### src/core/pacc_pkg.sv
// package: register map, field positions and reset values of the pulse accumulator
package pacc_pkg;

  // ------------------------------------------------------------
  // register map
  // ------------------------------------------------------------
  localparam int unsigned ADDR_W = 10;
  localparam logic [7:0] IDX_CTRL  = 8'h20;
  localparam logic [7:0] IDX_FLAGS = 8'h21;
  localparam logic [7:0] IDX_CNTH  = 8'h22;
  localparam logic [7:0] IDX_CNTL  = 8'h23;
  localparam logic [7:0] IDX_CNTW  = 8'h24;
  localparam logic [7:0] IDX_TSC   = 8'h25;

  // ------------------------------------------------------------
  // field positions
  // ------------------------------------------------------------
  localparam int unsigned BIT_EN   = 6;
  localparam int unsigned BIT_MOD  = 5;
  localparam int unsigned BIT_POL  = 4;
  localparam int unsigned BIT_CSH  = 3;
  localparam int unsigned BIT_CSL  = 2;
  localparam int unsigned BIT_OVI  = 1;
  localparam int unsigned BIT_EDI  = 0;
  localparam int unsigned BIT_OVF  = 1;
  localparam int unsigned BIT_EDF  = 0;
  localparam int unsigned BIT_TEN  = 7;
  localparam int unsigned BIT_FFCA = 4;

  localparam logic [7:0] MASK_CTRL  = 8'h7f;
  localparam logic [7:0] MASK_FLAGS = 8'h03;
  localparam logic [7:0] MASK_TSC   = 8'h90;

  // ------------------------------------------------------------
  // reset values and counts
  // ------------------------------------------------------------
  localparam logic [7:0]  RST_CTRL  = 8'h00;
  localparam logic [7:0]  RST_TSC   = 8'h00;
  localparam logic [1:0]  RST_FLAGS = 2'h0;
  localparam logic [15:0] RST_COUNT = 16'h0000;
  localparam logic [15:0] COUNT_MAX = 16'hffff;
  localparam logic [7:0]  BYTE_MAX  = 8'hff;
  localparam int unsigned GATE_DIV  = 64;

  typedef enum logic [1:0] {
    CS_PRESC = 2'h0,
    CS_ACLK  = 2'h1,
    CS_D256  = 2'h2,
    CS_D64K  = 2'h3
  } pacc_clk_sel_t;

endpackage

### src/core/pacc_top.sv
// module: 16-bit pulse accumulator with APB register slave
`timescale 1ns/1ps
module pacc_top (
  input  wire logic                        pclk,
  input  wire logic                        presetn,
  input  wire logic                        psel,
  input  wire logic                        penable,
  input  wire logic                        pwrite,
  input  wire logic [pacc_pkg::ADDR_W-1:0] paddr,
  input  wire logic [31:0]                 pwdata,
  input  wire logic [3:0]                  pstrb,
  output logic      [31:0]                 prdata,
  output logic                             pready,
  output logic                             pslverr,
  input  wire logic                        shared_channel_pin,
  input  wire logic                        prescaler_tick,
  output logic                             timer_clk_tick,
  output logic                             overflow_irq,
  output logic                             edge_irq
);

  // ------------------------------------------------------------
  // register selects
  // ------------------------------------------------------------
  localparam int unsigned SEL_CTRL  = 0;
  localparam int unsigned SEL_FLAGS = 1;
  localparam int unsigned SEL_CNTH  = 2;
  localparam int unsigned SEL_CNTL  = 3;
  localparam int unsigned SEL_CNTW  = 4;
  localparam int unsigned SEL_TSC   = 5;
  localparam int unsigned NSEL      = 6;

  typedef struct packed {
    logic [7:0]  ctrl;
    logic [7:0]  tsc;
    logic [1:0]  flags;
    logic [15:0] count;
    logic [31:0] prdata;
    logic        pready;
    logic        pslverr;
    logic        tmr_tick;
    logic        irq_ovf;
    logic        irq_edge;
  } pacc_state_t;

  pacc_state_t r_reg;
  pacc_state_t r_next;

  logic pin_level;
  logic pin_rise;
  logic pin_fall;
  logic div64_tick;

  // ------------------------------------------------------------
  // address decode
  // ------------------------------------------------------------
  function automatic logic [NSEL-1:0] decode(
    input logic [pacc_pkg::ADDR_W-1:0] a
  );
    logic [NSEL-1:0] s;
    s = '0;
    if (a == {pacc_pkg::IDX_CTRL, 2'b00}) begin
      s[SEL_CTRL] = 1'b1;
    end else if (a == {pacc_pkg::IDX_FLAGS, 2'b00}) begin
      s[SEL_FLAGS] = 1'b1;
    end else if (a == {pacc_pkg::IDX_CNTH, 2'b00}) begin
      s[SEL_CNTH] = 1'b1;
    end else if (a == {pacc_pkg::IDX_CNTL, 2'b00}) begin
      s[SEL_CNTL] = 1'b1;
    end else if (a == {pacc_pkg::IDX_CNTW, 2'b00}) begin
      s[SEL_CNTW] = 1'b1;
    end else if (a == {pacc_pkg::IDX_TSC, 2'b00}) begin
      s[SEL_TSC] = 1'b1;
    end
    return s;
  endfunction

  // ------------------------------------------------------------
  // count write helpers
  // ------------------------------------------------------------
  // true when a write strobe reaches either half of the count
  function automatic logic count_hit(
    input logic [NSEL-1:0] s,
    input logic [3:0]      b
  );
    return ((s[SEL_CNTH] || s[SEL_CNTL]) && b[0]) || (s[SEL_CNTW] && (b[0] || b[1]));
  endfunction

  // byte halves and the word register all land on the one count, so
  // only a word write loads both halves in the same cycle
  function automatic logic [15:0] count_merge(
    input logic [15:0]     c,
    input logic [NSEL-1:0] s,
    input logic [31:0]     d,
    input logic [3:0]      b
  );
    logic [15:0] n;
    n = c;
    if (s[SEL_CNTH] && b[0]) begin
      n[15:8] = d[7:0];
    end
    if (s[SEL_CNTL] && b[0]) begin
      n[7:0] = d[7:0];
    end
    if (s[SEL_CNTW] && b[0]) begin
      n[7:0] = d[7:0];
    end
    if (s[SEL_CNTW] && b[1]) begin
      n[15:8] = d[15:8];
    end
    return n;
  endfunction

  // ------------------------------------------------------------
  // read view
  // ------------------------------------------------------------
  // reserved and unmapped bits read zero; a word read sees both
  // count halves of the same cycle
  function automatic logic [31:0] read_word(
    input logic [NSEL-1:0] s,
    input pacc_state_t     r
  );
    logic [31:0] q;
    q = 32'h0000_0000;
    if (s[SEL_CTRL]) begin
      q[7:0] = r.ctrl;
    end else if (s[SEL_FLAGS]) begin
      q[1:0] = r.flags;
    end else if (s[SEL_CNTH]) begin
      q[7:0] = r.count[15:8];
    end else if (s[SEL_CNTL]) begin
      q[7:0] = r.count[7:0];
    end else if (s[SEL_CNTW]) begin
      q[15:0] = r.count;
    end else if (s[SEL_TSC]) begin
      q[7:0] = r.tsc;
    end
    return q;
  endfunction

  // ------------------------------------------------------------
  // pin synchroniser and gating divider
  // ------------------------------------------------------------
  pacc_pin_sync u_sync (
    .pclk      (pclk),
    .presetn   (presetn),
    .pin_async (shared_channel_pin),
    .level     (pin_level),
    .rise      (pin_rise),
    .fall      (pin_fall)
  );

  // the divider stands still with the timer off, so gated mode cannot count
  pacc_tick_div #(
    .DIV (pacc_pkg::GATE_DIV)
  ) u_div64 (
    .pclk    (pclk),
    .presetn (presetn),
    .run     (r_reg.tsc[pacc_pkg::BIT_TEN]),
    .tick    (div64_tick)
  );

  // ------------------------------------------------------------
  // next state
  // ------------------------------------------------------------
  logic                    acc_en;
  logic                    gated;
  logic                    pol;
  logic                    edge_sel;
  logic                    gate_on;
  logic                    inc;
  logic                    set_ovf;
  logic                    set_edf;
  logic                    start;
  logic                    done;
  logic                    wr;
  logic [NSEL-1:0]         sel;
  logic                    cnt_acc;
  logic                    cnt_wr;
  logic                    clr_ok;
  logic [15:0]             cnt_new;
  pacc_pkg::pacc_clk_sel_t cs;

  always_comb begin
    r_next   = r_reg;
    acc_en   = r_reg.ctrl[pacc_pkg::BIT_EN];
    gated    = r_reg.ctrl[pacc_pkg::BIT_MOD];
    pol      = r_reg.ctrl[pacc_pkg::BIT_POL];
    sel      = decode(paddr);
    start    = psel && penable && !r_reg.pready;
    done     = psel && penable && r_reg.pready;
    wr       = done && pwrite;
    cnt_acc  = done && (sel[SEL_CNTH] || sel[SEL_CNTL] || sel[SEL_CNTW]);
    clr_ok   = r_reg.tsc[pacc_pkg::BIT_TEN] || acc_en;

    // event edge and trailing gate edge share one polarity choice
    edge_sel = pol ? pin_rise : pin_fall;
    gate_on  = pol ? !pin_level : pin_level;

    // mode only matters while enabled
    if (gated) begin
      inc = acc_en && gate_on && div64_tick;
    end else begin
      inc = acc_en && edge_sel;
    end
    set_edf = acc_en && edge_sel;

    // a count write in the same cycle wins over the increment
    cnt_wr  = wr && count_hit(sel, pstrb);
    if (cnt_wr) begin
      inc = 1'b0;
    end
    set_ovf = inc && (r_reg.count == pacc_pkg::COUNT_MAX);

    // ----------------------------------------------------------
    // count
    // ----------------------------------------------------------
    cnt_new = r_reg.count;
    if (inc) begin
      cnt_new = r_reg.count + 16'h0001;
    end
    if (wr) begin
      cnt_new = count_merge(cnt_new, sel, pwdata, pstrb);
    end
    r_next.count = cnt_new;

    // ----------------------------------------------------------
    // control registers
    // ----------------------------------------------------------
    if (wr && sel[SEL_CTRL] && pstrb[0]) begin
      r_next.ctrl = pwdata[7:0] & pacc_pkg::MASK_CTRL;
    end
    if (wr && sel[SEL_TSC] && pstrb[0]) begin
      r_next.tsc = pwdata[7:0] & pacc_pkg::MASK_TSC;
    end

    // ----------------------------------------------------------
    // flags: clear first, then hardware set wins
    // ----------------------------------------------------------
    if (wr && sel[SEL_FLAGS] && pstrb[0] && clr_ok) begin
      r_next.flags = r_reg.flags & ~pwdata[1:0];
    end
    if (cnt_acc && r_reg.tsc[pacc_pkg::BIT_FFCA] && clr_ok) begin
      r_next.flags = pacc_pkg::RST_FLAGS;
    end
    if (set_ovf) begin
      r_next.flags[pacc_pkg::BIT_OVF] = 1'b1;
    end
    if (set_edf) begin
      r_next.flags[pacc_pkg::BIT_EDF] = 1'b1;
    end

    // ----------------------------------------------------------
    // timer counter clock
    // ----------------------------------------------------------
    // select follows the register straight away, no boundary wait
    cs = pacc_pkg::pacc_clk_sel_t'(r_reg.ctrl[pacc_pkg::BIT_CSH:pacc_pkg::BIT_CSL]);
    if (!acc_en) begin
      cs = pacc_pkg::CS_PRESC;
    end
    case (cs)
      pacc_pkg::CS_PRESC: begin
        r_next.tmr_tick = prescaler_tick;
      end
      pacc_pkg::CS_ACLK: begin
        r_next.tmr_tick = inc;
      end
      pacc_pkg::CS_D256: begin
        r_next.tmr_tick = inc && (r_reg.count[7:0] == pacc_pkg::BYTE_MAX);
      end
      default: begin
        r_next.tmr_tick = set_ovf;
      end
    endcase

    // ----------------------------------------------------------
    // interrupt requests follow flag and enable of the same edge
    // ----------------------------------------------------------
    r_next.irq_ovf  = r_next.flags[pacc_pkg::BIT_OVF]
                      && r_next.ctrl[pacc_pkg::BIT_OVI];
    r_next.irq_edge = r_next.flags[pacc_pkg::BIT_EDF]
                      && r_next.ctrl[pacc_pkg::BIT_EDI];

    // ----------------------------------------------------------
    // apb answer: one wait state, read data latched with pready
    // ----------------------------------------------------------
    r_next.pready  = start;
    r_next.pslverr = start && (sel == '0);
    if (start) begin
      r_next.prdata = read_word(sel, r_reg);
    end
  end

  // ------------------------------------------------------------
  // state register
  // ------------------------------------------------------------
  always_ff @(posedge pclk or negedge presetn) begin
    if (!presetn) begin
      r_reg          <= '0;
      r_reg.ctrl     <= pacc_pkg::RST_CTRL;
      r_reg.tsc      <= pacc_pkg::RST_TSC;
      r_reg.flags    <= pacc_pkg::RST_FLAGS;
      r_reg.count    <= pacc_pkg::RST_COUNT;
    end else begin
      r_reg <= r_next;
    end
  end

  // ------------------------------------------------------------
  // outputs, all straight from flip-flops
  // ------------------------------------------------------------
  assign prdata         = r_reg.prdata;
  assign pready         = r_reg.pready;
  assign pslverr        = r_reg.pslverr;
  assign timer_clk_tick = r_reg.tmr_tick;
  assign overflow_irq   = r_reg.irq_ovf;
  assign edge_irq       = r_reg.irq_edge;

endmodule

### src/core/pacc_pin_sync.sv
// module: three-stage pin synchroniser with agreement filter and edge pulses
`timescale 1ns/1ps
module pacc_pin_sync (
  input  wire logic pclk,
  input  wire logic presetn,
  input  wire logic pin_async,
  output logic      level,
  output logic      rise,
  output logic      fall
);

  typedef struct packed {
    logic s1;
    logic s2;
    logic s3;
    logic lvl;
    logic rise;
    logic fall;
  } pacc_sync_t;

  pacc_sync_t r_reg;
  pacc_sync_t r_next;

  // a level change is taken only once stages two and three agree
  always_comb begin
    r_next      = r_reg;
    r_next.s1   = pin_async;
    r_next.s2   = r_reg.s1;
    r_next.s3   = r_reg.s2;
    r_next.rise = 1'b0;
    r_next.fall = 1'b0;
    if (r_reg.s2 == r_reg.s3) begin
      r_next.lvl  = r_reg.s3;
      r_next.rise = r_reg.s3 && !r_reg.lvl;
      r_next.fall = !r_reg.s3 && r_reg.lvl;
    end
  end

  always_ff @(posedge pclk or negedge presetn) begin
    if (!presetn) begin
      r_reg <= '0;
    end else begin
      r_reg <= r_next;
    end
  end

  assign level = r_reg.lvl;
  assign rise  = r_reg.rise;
  assign fall  = r_reg.fall;

endmodule

### src/core/pacc_tick_div.sv
// module: enable-gated divider producing a one-cycle tick every DIV cycles
`timescale 1ns/1ps
module pacc_tick_div #(
  parameter int unsigned DIV = 64
) (
  input  wire logic pclk,
  input  wire logic presetn,
  input  wire logic run,
  output logic      tick
);

  localparam int unsigned CW = $clog2(DIV);

  typedef struct packed {
    logic [CW-1:0] cnt;
    logic          tick;
  } pacc_div_t;

  pacc_div_t r_reg;
  pacc_div_t r_next;

  // stopped divider restarts from zero, so no stray tick on re-enable
  always_comb begin
    r_next      = r_reg;
    r_next.tick = 1'b0;
    if (!run) begin
      r_next.cnt = '0;
    end else if (r_reg.cnt == CW'(DIV - 1)) begin
      r_next.cnt  = '0;
      r_next.tick = 1'b1;
    end else begin
      r_next.cnt = r_reg.cnt + CW'(1);
    end
  end

  always_ff @(posedge pclk or negedge presetn) begin
    if (!presetn) begin
      r_reg <= '0;
    end else begin
      r_reg <= r_next;
    end
  end

  assign tick = r_reg.tick;

endmodule

### config.mk
export PLATFORM = sky130hd
export DESIGN_NAME = pacc_top
export DESIGN_NICKNAME = d
export VERILOG_FILES = /design/src/core/pacc_pkg.sv /design/src/core/pacc_top.sv /design/src/core/pacc_pin_sync.sv /design/src/core/pacc_tick_div.sv
export SDC_FILE = /design/constraint.sdc
export NUM_CORES = 1
export LEC_CHECK = 0
export ABC_CLOCK_PERIOD_IN_PS = 5710
export BUFFER_PORTS_ARGS = -buffer_cell sky130_fd_sc_hd__buf_2
export CAP_MARGIN = 20
export CORE_ASPECT_RATIO = 0.5
export CORE_MARGIN = 4
export CORE_UTILIZATION = 59
export CTS_BUF_LIST = sky130_fd_sc_hd__clkbuf_4 sky130_fd_sc_hd__clkbuf_8
export DETAILED_ROUTE_END_ITERATION = 12
export GPL_ROUTABILITY_DRIVEN = 0
export GPL_TIMING_DRIVEN = 0
export PLACE_DENSITY_LB_ADDON = 0.25
export SLEW_MARGIN = 20
export SYNTH_ARGS = -nofsm -noshare
export SYNTH_HDL_FRONTEND = slang
export SYNTH_HIERARCHICAL = 1
export SYNTH_SLANG_ARGS = --single-unit
### constraint.sdc
create_clock -name pclk -period 5.71 [get_ports pclk]
set_input_delay 0.8565 -clock pclk [delete_from_list [all_inputs] [get_ports pclk]]
set_output_delay 0.8565 -clock pclk [all_outputs]
set_load 0.02 [all_outputs]
==> run metrics, run 1 <==
clock skew=slightly above 0.005 ns; Post-Route Utilization=73.24%; synthesis-to-finish area growth=16.87%; Post-synth ARST share=100.0%; Fin. Hold Viols=0; final WL=~9 mm; CTS tree=done; syn avg cell area=a little under 10 um^2; Compound-Gate Fraction of Synth Area=20.59%; Post-CTS Resized=0; mapped cell area=about 0.0035 mm^2; #FFs+latches synth=around 60; period utilisation layout=50.13%; max cap viols=0; synthesized-area fraction occupied by adder cells=1.028%; worst vdd ir=approximately 0.19 mV; first-pass GRT wire length=14.78 mm; clk sinks=61; Worst Setup End Kind=flip-flop; post-synthesis sequential area ratio=43.23%; Hold Path Stages=0; Max-Slew Margin vs Limit=42.76%; post-synthesis mux area share=4.040%; antenna violations before repair=0; simple-gate portion of the synthesized area=around 16%; Synth Flop Type=dfrtp_1; leading area contributor after synthesis=dfrtp_1; largest net degree at the start of global routing=62; GRT overflow=0; nets=approximately 500; post-detail-place hpwl=roughly 6.9 mm; R2R setup slack=about 3.2 ns; crit start category=input port; r2r endpoint=timer_clk_tick; number of enable flip-flop cells after synthesis=0; Synth area leaders=dfrtp_1 43%, buf_4 6.8%, a22oi_1 4.5%, a221oi_1 3.2%, xnor2_1 3.2%; max FFs per register=24; RR Startpoint=acc_en; # Post-CTS Setup Buffers=0; clk_lat worst skew=roughly 0.35 ns; P_leak=1.892 nW; die height=62.70 um; drt via density=between 6 and 7; total power=0.0008575 W; # hold bufs at CTS=0; starting density of the core=a little over three fifths; Die X=approximately 120 um; clock buffers created by TritonCTS=9; actual slew at the worst max-slew pin=between 0.8 and 0.9 ns; Reg2Reg Depth=5; most common cell in the netlist=dfrtp_1; fin area=between 0.004 and 0.005 mm^2; Setup violations, final=0; Synth top area share=a little over two fifths; Post-Synth XOR/XNOR Area=under 10%; Peak Freq=0.3494 GHz; drt pass-1 iters=6; Post-Syn Instances=about 360; ANT cells=0; Pins Over Slew Limit=0; RSZ-0062 raised after global routing=no; via count=3173; Root Buffer Master=clkbuf_8; # port buffers=55; number of global-route vias before repair=between 3000 and 4000; mean routed wirelength per cell=17.42 um; hold wc startpoint=u_sync/r_next[4]; Clock Path Buffers=2; Residual DRC=0; DIE AREA=approximately 0.0074 mm^2; Tmin final=between 2 and 3 ns; Worst Hold End=u_sync/r_next[3]; placed insts=between 500 and 600; main combinational cell family by area after synthesis=compound AO/OA/AOI/OAI gates; CORE AREA=between 0.005 and 0.006 mm^2; Netlist cell types=59; Max FO, Critical Path=6; H-Tree Depth=3; outcome=finished clean; TNS Setup=0 ns; Worst Setup Path Type=in2reg; CP required=approximately 6.0 ns; initial drt markers=400; proportion of layout cells with a drive suffix above 1=~28%; cell area power density=207.8 mW/mm^2; CP Data Arrival Time=around 3.1 ns; Hold WC Path Type=reg2reg; post-route ant nets=0; most instantiated cells after synthesis=61 x dfrtp_1, 32 x buf_4, 21 x a22oi_1, 21 x nor2_1, 18 x nand3_1; Post-Layout Cell Count=between 500 and 600; IO Count=90; number of synthesis warnings=6; # rows=19; Reg clk slew, reported paths=approximately 0.06 ns; gr usage total=~25%; placed cell area=0.003956 mm^2
==> cells in the final DEF (no fill, tap or decap), types with 16 or more instances in the layout <==
cell type  netlist  layout
nor2_1          21      21
buf_4           32      33
clkbuf_1        17      17
buf_2            4      58
nand2_1         17      17
nand3_1         18      18
a22oi_1         21      21
dfrtp_1         61      61
conb_1           1      16
==> kinds of logic (layout without fill, tap and decap cells) <==
group	count (synthesis)	after routing
mux	13	13
simple gates	100	100
other cells	1	16
xor+xnor	16	16
buf+inv	66	136
compound gates	101	101
flops	61	61
fa+ha+maj	3	3
==> critical path: stages <==
cell      delay (ns)
buf_2           0.11
or3b_2          0.18
clkbuf_1        0.28
o21ai_0         0.30
a221oi_1        0.81
o21ai_0         0.23
a311oi_1        0.34
==> per-layer routing <==
layer	track usage [%]	part of all wire, %
met1	32.85	41
met2	38.72	45
met3	10.31	12
met4	8.333	2.1
met5	0	0
==> worst max-delay path by stage <==
| stage | startpoint | to | slack [ns] | cells after the start |
|---|---|---|---|---|
| floorplan | paddr[6] | r_reg[52] | 2.91 | 6 |
| global placement | paddr[4] | timer_clk_tick | 2.64 | 7 |
| detailed placement | paddr[4] | timer_clk_tick | 2.59 | 7 |
| CTS | paddr[4] | timer_clk_tick | 2.95 | 7 |
| global route | paddr[4] | timer_clk_tick | 2.81 | 7 |
| finish | paddr[4] | timer_clk_tick | 2.85 | 7 |
==> power by group <==
part	switching [W]	leakage [nW]	internal, W
Sequential	0.00000304	0.765	0.000437
Clock	0.000156	0.0935	0.000180
Combinational	0.0000526	1.03	0.0000298
Total	0.000211	1.89	0.000646
==> final cells by class <==
type / instances / area (um^2)
multi-input cells: 249 / 1688
flip-flops and latches: 61 / 1526
fillers: 400 / 1508
plain buffers: 54 / 327.8
repair buffers: 55 / 277.8
clock buffers: 13 / 160.2
well taps: 73 / 91.34
inverters: 12 / 45.04
clock inverters: 2 / 10.01
==> stage by stage <==
step,hold WS [ns],setup slack [ns]
after floorplan,0.3312,2.912
after global placement,0.3358,2.641
after detailed placement,0.3379,2.586
after CTS,0.3514,2.954
after global routing,0.3606,2.806
final,0.3484,2.848
Note: power is estimated with default switching activity, not from simulation.
==> run 2: changes to the inputs <==
--- a/config.mk
+++ b/config.mk
@@ -5,12 +5,12 @@
 export SDC_FILE = /design/constraint.sdc
 export NUM_CORES = 1
 export LEC_CHECK = 0
-export ABC_CLOCK_PERIOD_IN_PS = 5710
+export ABC_CLOCK_PERIOD_IN_PS = 2400
 export BUFFER_PORTS_ARGS = -buffer_cell sky130_fd_sc_hd__buf_2
 export CAP_MARGIN = 20
 export CORE_ASPECT_RATIO = 0.5
 export CORE_MARGIN = 4
-export CORE_UTILIZATION = 59
+export CORE_UTILIZATION = 50
 export CTS_BUF_LIST = sky130_fd_sc_hd__clkbuf_4 sky130_fd_sc_hd__clkbuf_8
 export DETAILED_ROUTE_END_ITERATION = 12
 export GPL_ROUTABILITY_DRIVEN = 0
==> constraint.sdc (replaced) <==
create_clock -name pclk -period 2.4 [get_ports pclk]
set_input_delay 0.36 -clock pclk [delete_from_list [all_inputs] [get_ports pclk]]
set_output_delay 0.36 -clock pclk [all_outputs]
set_load 0.02 [all_outputs]
==> run 2 against run 1 <==
Clock-buffer cell count unchanged. Sequential cell count unchanged. Cell count up 3.5%. Core utilization down 12 points. Register-to-register slack worse by 2.9 ns. First-iteration DRC count down 55%. Via count down 5.4%. Clock skew up 0.0021 ns. Critical path depth up 1. Non-clock buffer count down 1. Combinational power up 140%.
==> run metrics, run 2 (synthesis gave the netlist of run 1 again) <==
# port buffers=55 (unchanged); Pins Over Slew Limit=0 (unchanged); max FFs per register=24 (unchanged); clk sinks=61 (unchanged); crit path from=paddr[6] (was paddr[4]); period utilisation layout=93.84%; CP required=2.64 ns (was 5.96 ns); largest net degree at the start of global routing=62 (unchanged); worst vdd ir=0.3218 mV (was 0.1948 mV); clock skew=0.007243 ns (was 0.005104 ns); clock buffers created by TritonCTS=9 (unchanged); max cap viols=0 (unchanged); # rows=21 (was 19); P_leak=1.891 nW (was 1.892 nW); dpl ws=-0.2262 ns (was 2.586 ns); RSZ-0062 raised after global routing=no (unchanged); Filler Cell Count=603 (was 400); outcome=finished clean (unchanged); Peak Freq=about 0.44 GHz; register area=0.001526 mm^2 (unchanged); Max-Slew Margin vs Limit=42.48% (was 42.76%); ANT cells=0 (unchanged); highest-count cells in the layout ignoring fill and taps=61 x dfrtp_1, 58 x buf_2, 33 x buf_4 (unchanged); proportion of layout cells with a drive suffix above 1=28.76% (was 28.25%); Final WS setup=0.1479 ns (was 2.848 ns); Die X=126.8 um (was 117.4 um); GRT overflow=0 (unchanged); initial drt markers=179 (was 400); final WL=8.785 mm (was 9.040 mm); Root Buffer Master=clkbuf_8 (unchanged); Fin. Hold Viols=0 (unchanged); RR Startpoint=r_reg[39] (was acc_en); placed insts=523 (was 504); post-detail-place hpwl=6.499 mm (was 6.898 mm); crit start category=input port (unchanged); Worst Setup End Kind=flip-flop (unchanged); CP Data Arrival Time=2.49 ns (was 3.11 ns); Clock Path Buffers=2 (unchanged); # Post-CTS Setup Buffers=0 (unchanged); via count=3003 (was 3173); first-pass GRT wire length=13.90 mm (was 14.78 mm); mean routed wirelength per cell=16.36 um (was 17.42 um); # hold bufs at CTS=0 (unchanged); die height=67.42 um (was 62.70 um); cell area power density=488.4 mW/mm^2 (was 207.8 mW/mm^2); Post-Layout Cell Count=537 (was 519); Worst Setup Path Type=in2reg (unchanged); DIE AREA=0.008552 mm^2 (was 0.007361 mm^2); antenna violations before repair=0 (unchanged); multi-input logic area=0.001710 mm^2 (was 0.001688 mm^2); Reg clk slew, reported paths=0.06 ns (about the same); starting density of the core=52.09% (was 62.67%); CTS tree=done (unchanged); clk_lat worst skew=0.35 ns (about the same); number of global-route vias before repair=2770 (was 3014); gr usage total=21.45% (was 25.27%); CORE AREA=0.006779 mm^2 (was 0.005634 mm^2); post-route ant nets=0 (unchanged); drt pass-1 iters=5 (was 6); H-Tree Depth=3 (unchanged); IO Count=90 (unchanged); synthesis-to-finish area growth=18.07% (was 16.87%); Setup violations, final=0 (unchanged); drt via density=5.592 (was 6.114); Max FO, Critical Path=7 (was 6); Tmin final=2.252 ns; actual slew at the worst max-slew pin=0.8563 ns (was 0.8521 ns); most common cell after layout, fill and taps aside=dfrtp_1 (unchanged); nets=496 (was 497); Hold WC Path Type=in2async (was reg2reg); Residual DRC=0 (unchanged)
[run 2: critical path: stages]
cell and delay (ns):
buf_2 0.09, or4b_1 0.50, buf_2 0.18, nor3_2 0.40, and3_1 0.22, buf_2 0.22
mux2_2 0.37, and2_1 0.16
[run 2: path summary, 6_finish.rpt]
kind / endpoint / slack, ns / cells past startpoint
worst max-delay path: overflow_irq / 0.15 / 8
worst min-delay path: u_div64/r_reg[2] / 0.09 / 1
worst max register to register: r_reg[52] / 0.24 / 7
worst min register to register: u_sync/r_next[3] / 0.35 / 0
max in group asynchronous: r_reg[52] / 1.82 / 1
min in group pclk: u_sync/r_next[4] / 0.12 / 1
[run 2: through the flow]
step / cell area (um^2) / hold WS [ns] / utilization, % / TNS [ns] / total power (W)
final: 4169 / 0.08739 / 61.50 / 0 / 0.002036
after floorplan: 3587 / 0.06441 / - / 0 / 0.001174
after global routing: 4169 / 0.1050 / 61.50 / 0 / 0.002117
after global placement: 3978 / 0.3345 / 58.67 / -2.870 / 0.001254
after CTS: 4156 / 0.1057 / 61.31 / 0 / 0.002058
after detailed placement: 3980 / 0.3362 / 58.71 / -2.780 / 0.001256
[run 2: timing repair]
item / CTS / global route
endpoints found under the hold margin: 0 / 0
setup endpoints to repair: 1 / 4
resized for setup: 1 / 3
[run 2: final cells by class]
type | instances | share of cell area (%)
plain buffers | 53 | 7.773
clock buffers | 13 | 3.842
clock inverters | 2 | 0.2401
inverters | 12 | 1.080
multi-input cells | 249 | 41.03
flip-flops and latches | 61 | 36.61
well taps | 92 | 2.761
repair buffers | 55 | 6.663
[run 2: layer usage]
layer | GRT usage, % | part of all wire (%) | up-vias
met3 | 5.845 | 9.5 | 18
met1 | 29.70 | 45 | 1394
met2 | 32.43 | 43 | 138
met4 | 8.289 | 1.8 | 0
li1 | - | - | 1453
met5 | 0 | 0 | -
[run 2: power by group]
part,leakage (nW),internal [W],switching (W)
combinational,1.03,0.0000710,0.000126
clock,0.0935,0.000428,0.000366
sequential,0.765,0.00104,0.00000637
==> run 3: changes to the inputs <==
--- a/config.mk
+++ b/config.mk
@@ -14,7 +14,6 @@
 export CTS_BUF_LIST = sky130_fd_sc_hd__clkbuf_4 sky130_fd_sc_hd__clkbuf_8
 export DETAILED_ROUTE_END_ITERATION = 12
 export GPL_ROUTABILITY_DRIVEN = 0
-export GPL_TIMING_DRIVEN = 0
 export PLACE_DENSITY_LB_ADDON = 0.25
 export SLEW_MARGIN = 20
 export SYNTH_ARGS = -nofsm -noshare
==> run 3 against run 2 <==
Global-route usage increased by 0.61 points. Cell count shrank 4.8%. Largest cell class unchanged. Maximum frequency increased by 9.3%. Cell area shrank 2.2%. Non-clock buffer count down 27. Register-to-register slack gained 0.10 ns. Sequential power hardly changed.
==> run metrics, run 3 (synthesis gave the netlist of run 1 again) <==
outcome=finished clean (unchanged); via count=3000 (was 3003); Worst Setup End Kind=flip-flop (unchanged); CP Buf/Inv Count=1 (was 3); # rows=21 (unchanged); CORE AREA=0.006779 mm^2 (unchanged); Reg clk slew, reported paths=0.07 ns (was 0.06 ns); cell area power density=563.5 mW/mm^2 (was 488.4 mW/mm^2); drt pass-1 iters=5 (unchanged); nets=469 (was 496); RSZ-0062 raised after global routing=no (unchanged); Residual DRC=0 (unchanged); Max FO, Critical Path=4 (was 7); Root Buffer Master=clkbuf_8 (unchanged); drt via density=5.871 (was 5.592); antenna violations before repair=0 (unchanged); highest-count cells in the layout ignoring fill and taps=61 x dfrtp_1, 55 x buf_2, 26 x buf_4 (was 61 x dfrtp_1, 58 x buf_2, 33 x buf_4); crit-path max cell delay=0.53 ns (was 0.50 ns); # port buffers=55 (unchanged); DIE AREA=0.008552 mm^2 (unchanged); # hold bufs at CTS=0 (unchanged); CP Data Arrival Time=2.31 ns (was 2.49 ns); largest net degree at the start of global routing=62 (unchanged); max cap viols=0 (unchanged); H-Tree Depth=3 (unchanged); TNS Setup=0 ns (unchanged); Die X=126.8 um (unchanged); max FFs per register=24 (unchanged); CP cell instances=mux2_2, nand3b_1, a221oi_1, buf_4, o21ai_0, a311oi_1 (was buf_2, or4b_1, buf_2, nor3_2, and3_1, buf_2, mux2_2, and2_1); actual slew at the worst max-slew pin=0.7616 ns (was 0.8563 ns); starting density of the core=52.09% (unchanged); Worst Setup Path Type=reg2reg (was in2reg); period utilisation layout=85.85% (was 93.84%); Post-CTS Resized=0 (was 1); post-detail-place hpwl=6.607 mm (was 6.499 mm); ANT cells=0 (unchanged); first-pass GRT wire length=14.41 mm (was 13.90 mm); Clock Path Buffers=2 (unchanged); Peak Freq=0.4853 GHz (was 0.4440 GHz); fin area=0.004079 mm^2 (was 0.004169 mm^2); placed cell area=0.003850 mm^2 (was 0.003980 mm^2); Tmin final=2.060 ns (was 2.252 ns); Fin. Hold Viols=0 (unchanged); IO Count=90 (unchanged); gr usage total=22.06% (was 21.45%); proportion of layout cells with a drive suffix above 1=28.16% (was 28.76%); clk_lat worst skew=0.37 ns (was 0.35 ns); critical path's slowest cell=a221oi_1 (was or4b_1); number of global-route vias before repair=2886 (was 2770); CP required=2.65 ns (was 2.64 ns); initial drt markers=233 (was 179); synthesis-to-finish area growth=15.52% (was 18.07%); worst vdd ir=0.2532 mV (was 0.3218 mV); most common cell after layout, fill and taps aside=dfrtp_1 (unchanged); P_leak=1.831 nW (was 1.891 nW); post-route ant nets=0 (unchanged); Top delay family on crit path=compound AO/OA/AOI/OAI gates (was simple AND/OR/NAND/NOR gates); Max-Slew Margin vs Limit=49.22% (was 42.48%); die height=67.42 um (unchanged); GRT overflow=0 (unchanged); mean routed wirelength per cell=17.44 um (was 16.36 um); Post-Layout Cell Count=511 (was 537); Pins Over Slew Limit=0 (unchanged); clk sinks=61 (unchanged); clock buffers created by TritonCTS=9 (unchanged); Setup violations, final=0 (unchanged); final WL=8.912 mm (was 8.785 mm); clock skew=0.01170 ns (was 0.007243 ns); CTS tree=done (unchanged); # Post-CTS Setup Buffers=0 (unchanged); Hold WC Path Type=in2reg (was in2async); crit start category=flip-flop (was input port); placed insts=495 (was 523); hold slack=0.1008 ns (was 0.08739 ns)
-- run 3: cell types whose count changed in the layout (fill, tap and decap cells not counted) --
| cell | before | now |
|---|---|---|
| buf_1 | 1 | 0 |
| o21ai_1 | 2 | 1 |
| clkbuf_8 | 10 | 11 |
| bufinv_16 | 0 | 2 |
| clkbuf_1 | 16 | 0 |
| a221oi_1 | 12 | 13 |
| o21ai_0 | 10 | 11 |
| buf_2 | 58 | 55 |
| clkbuf_4 | 3 | 1 |
| buf_4 | 33 | 26 |
| a221oi_4 | 1 | 0 |
-- run 3: layout make-up --
cell class / count / area, um^2
Fill cell: 597 / 2700
Sequential cell: 61 / 1526
Clock inverter: 4 / 70.07
Clock buffer: 12 / 158.9
Multi-Input combinational cell: 249 / 1693
Inverter: 12 / 45.04
Tap cell: 92 / 115.1
Timing Repair Buffer: 81 / 470.5
-- run 3: metal layers --
metal  global-route usage, %  share of wire (%)  vias to the layer above
li1                        -                  -                     1406
met1                   29.07                 45                     1442
met2                   35.20                 45                      138
met3                   6.793                8.5                       14
met4                   7.353                1.5                        0
met5                       0                  0                        -
-- run 3: final timing paths --
path                                     from               end  slack [ns]  depth (start not counted)
min reg2reg                  u_sync/r_next[4]  u_sync/r_next[3]        0.35                          0
max reg2reg                               pol    timer_clk_tick        0.34                          6
max in group asynchronous             presetn         prdata[6]        1.74                          2
min                        shared_channel_pin  u_sync/r_next[4]        0.10                          1
max                                       pol    timer_clk_tick        0.34                          6
min in group asynchronous             presetn         r_reg[53]        0.15                          2
-- run 3: worst reg2reg max path, stage by stage (launching register included) --
cell and delay, ns:
dfrtp_1 0.45, mux2_2 0.28, nand3b_1 0.10, a221oi_1 0.53
buf_4 0.23, o21ai_0 0.08, a311oi_1 0.29
-- run 3: power breakdown --
group	switching (W)	leakage (nW)	total (W)	internal [W]
sequential	0.00000682	0.765	0.00104	0.00104
combinational	0.000121	0.946	0.000182	0.0000610
clock	0.000423	0.120	0.00107	0.000649
-- run 3: stage by stage --
stage	util [%]	total power, W	worst slack (ns)
2_1_floorplan	-	0.001174	0.09881
3_3_place_gp	56.79	0.001240	0.09178
3_5_place_dp	56.79	0.001244	0.08204
4_1_cts	60.17	0.002306	0.3373
5_1_grt	60.17	0.002375	0.1730
6_report	60.17	0.002299	0.3395
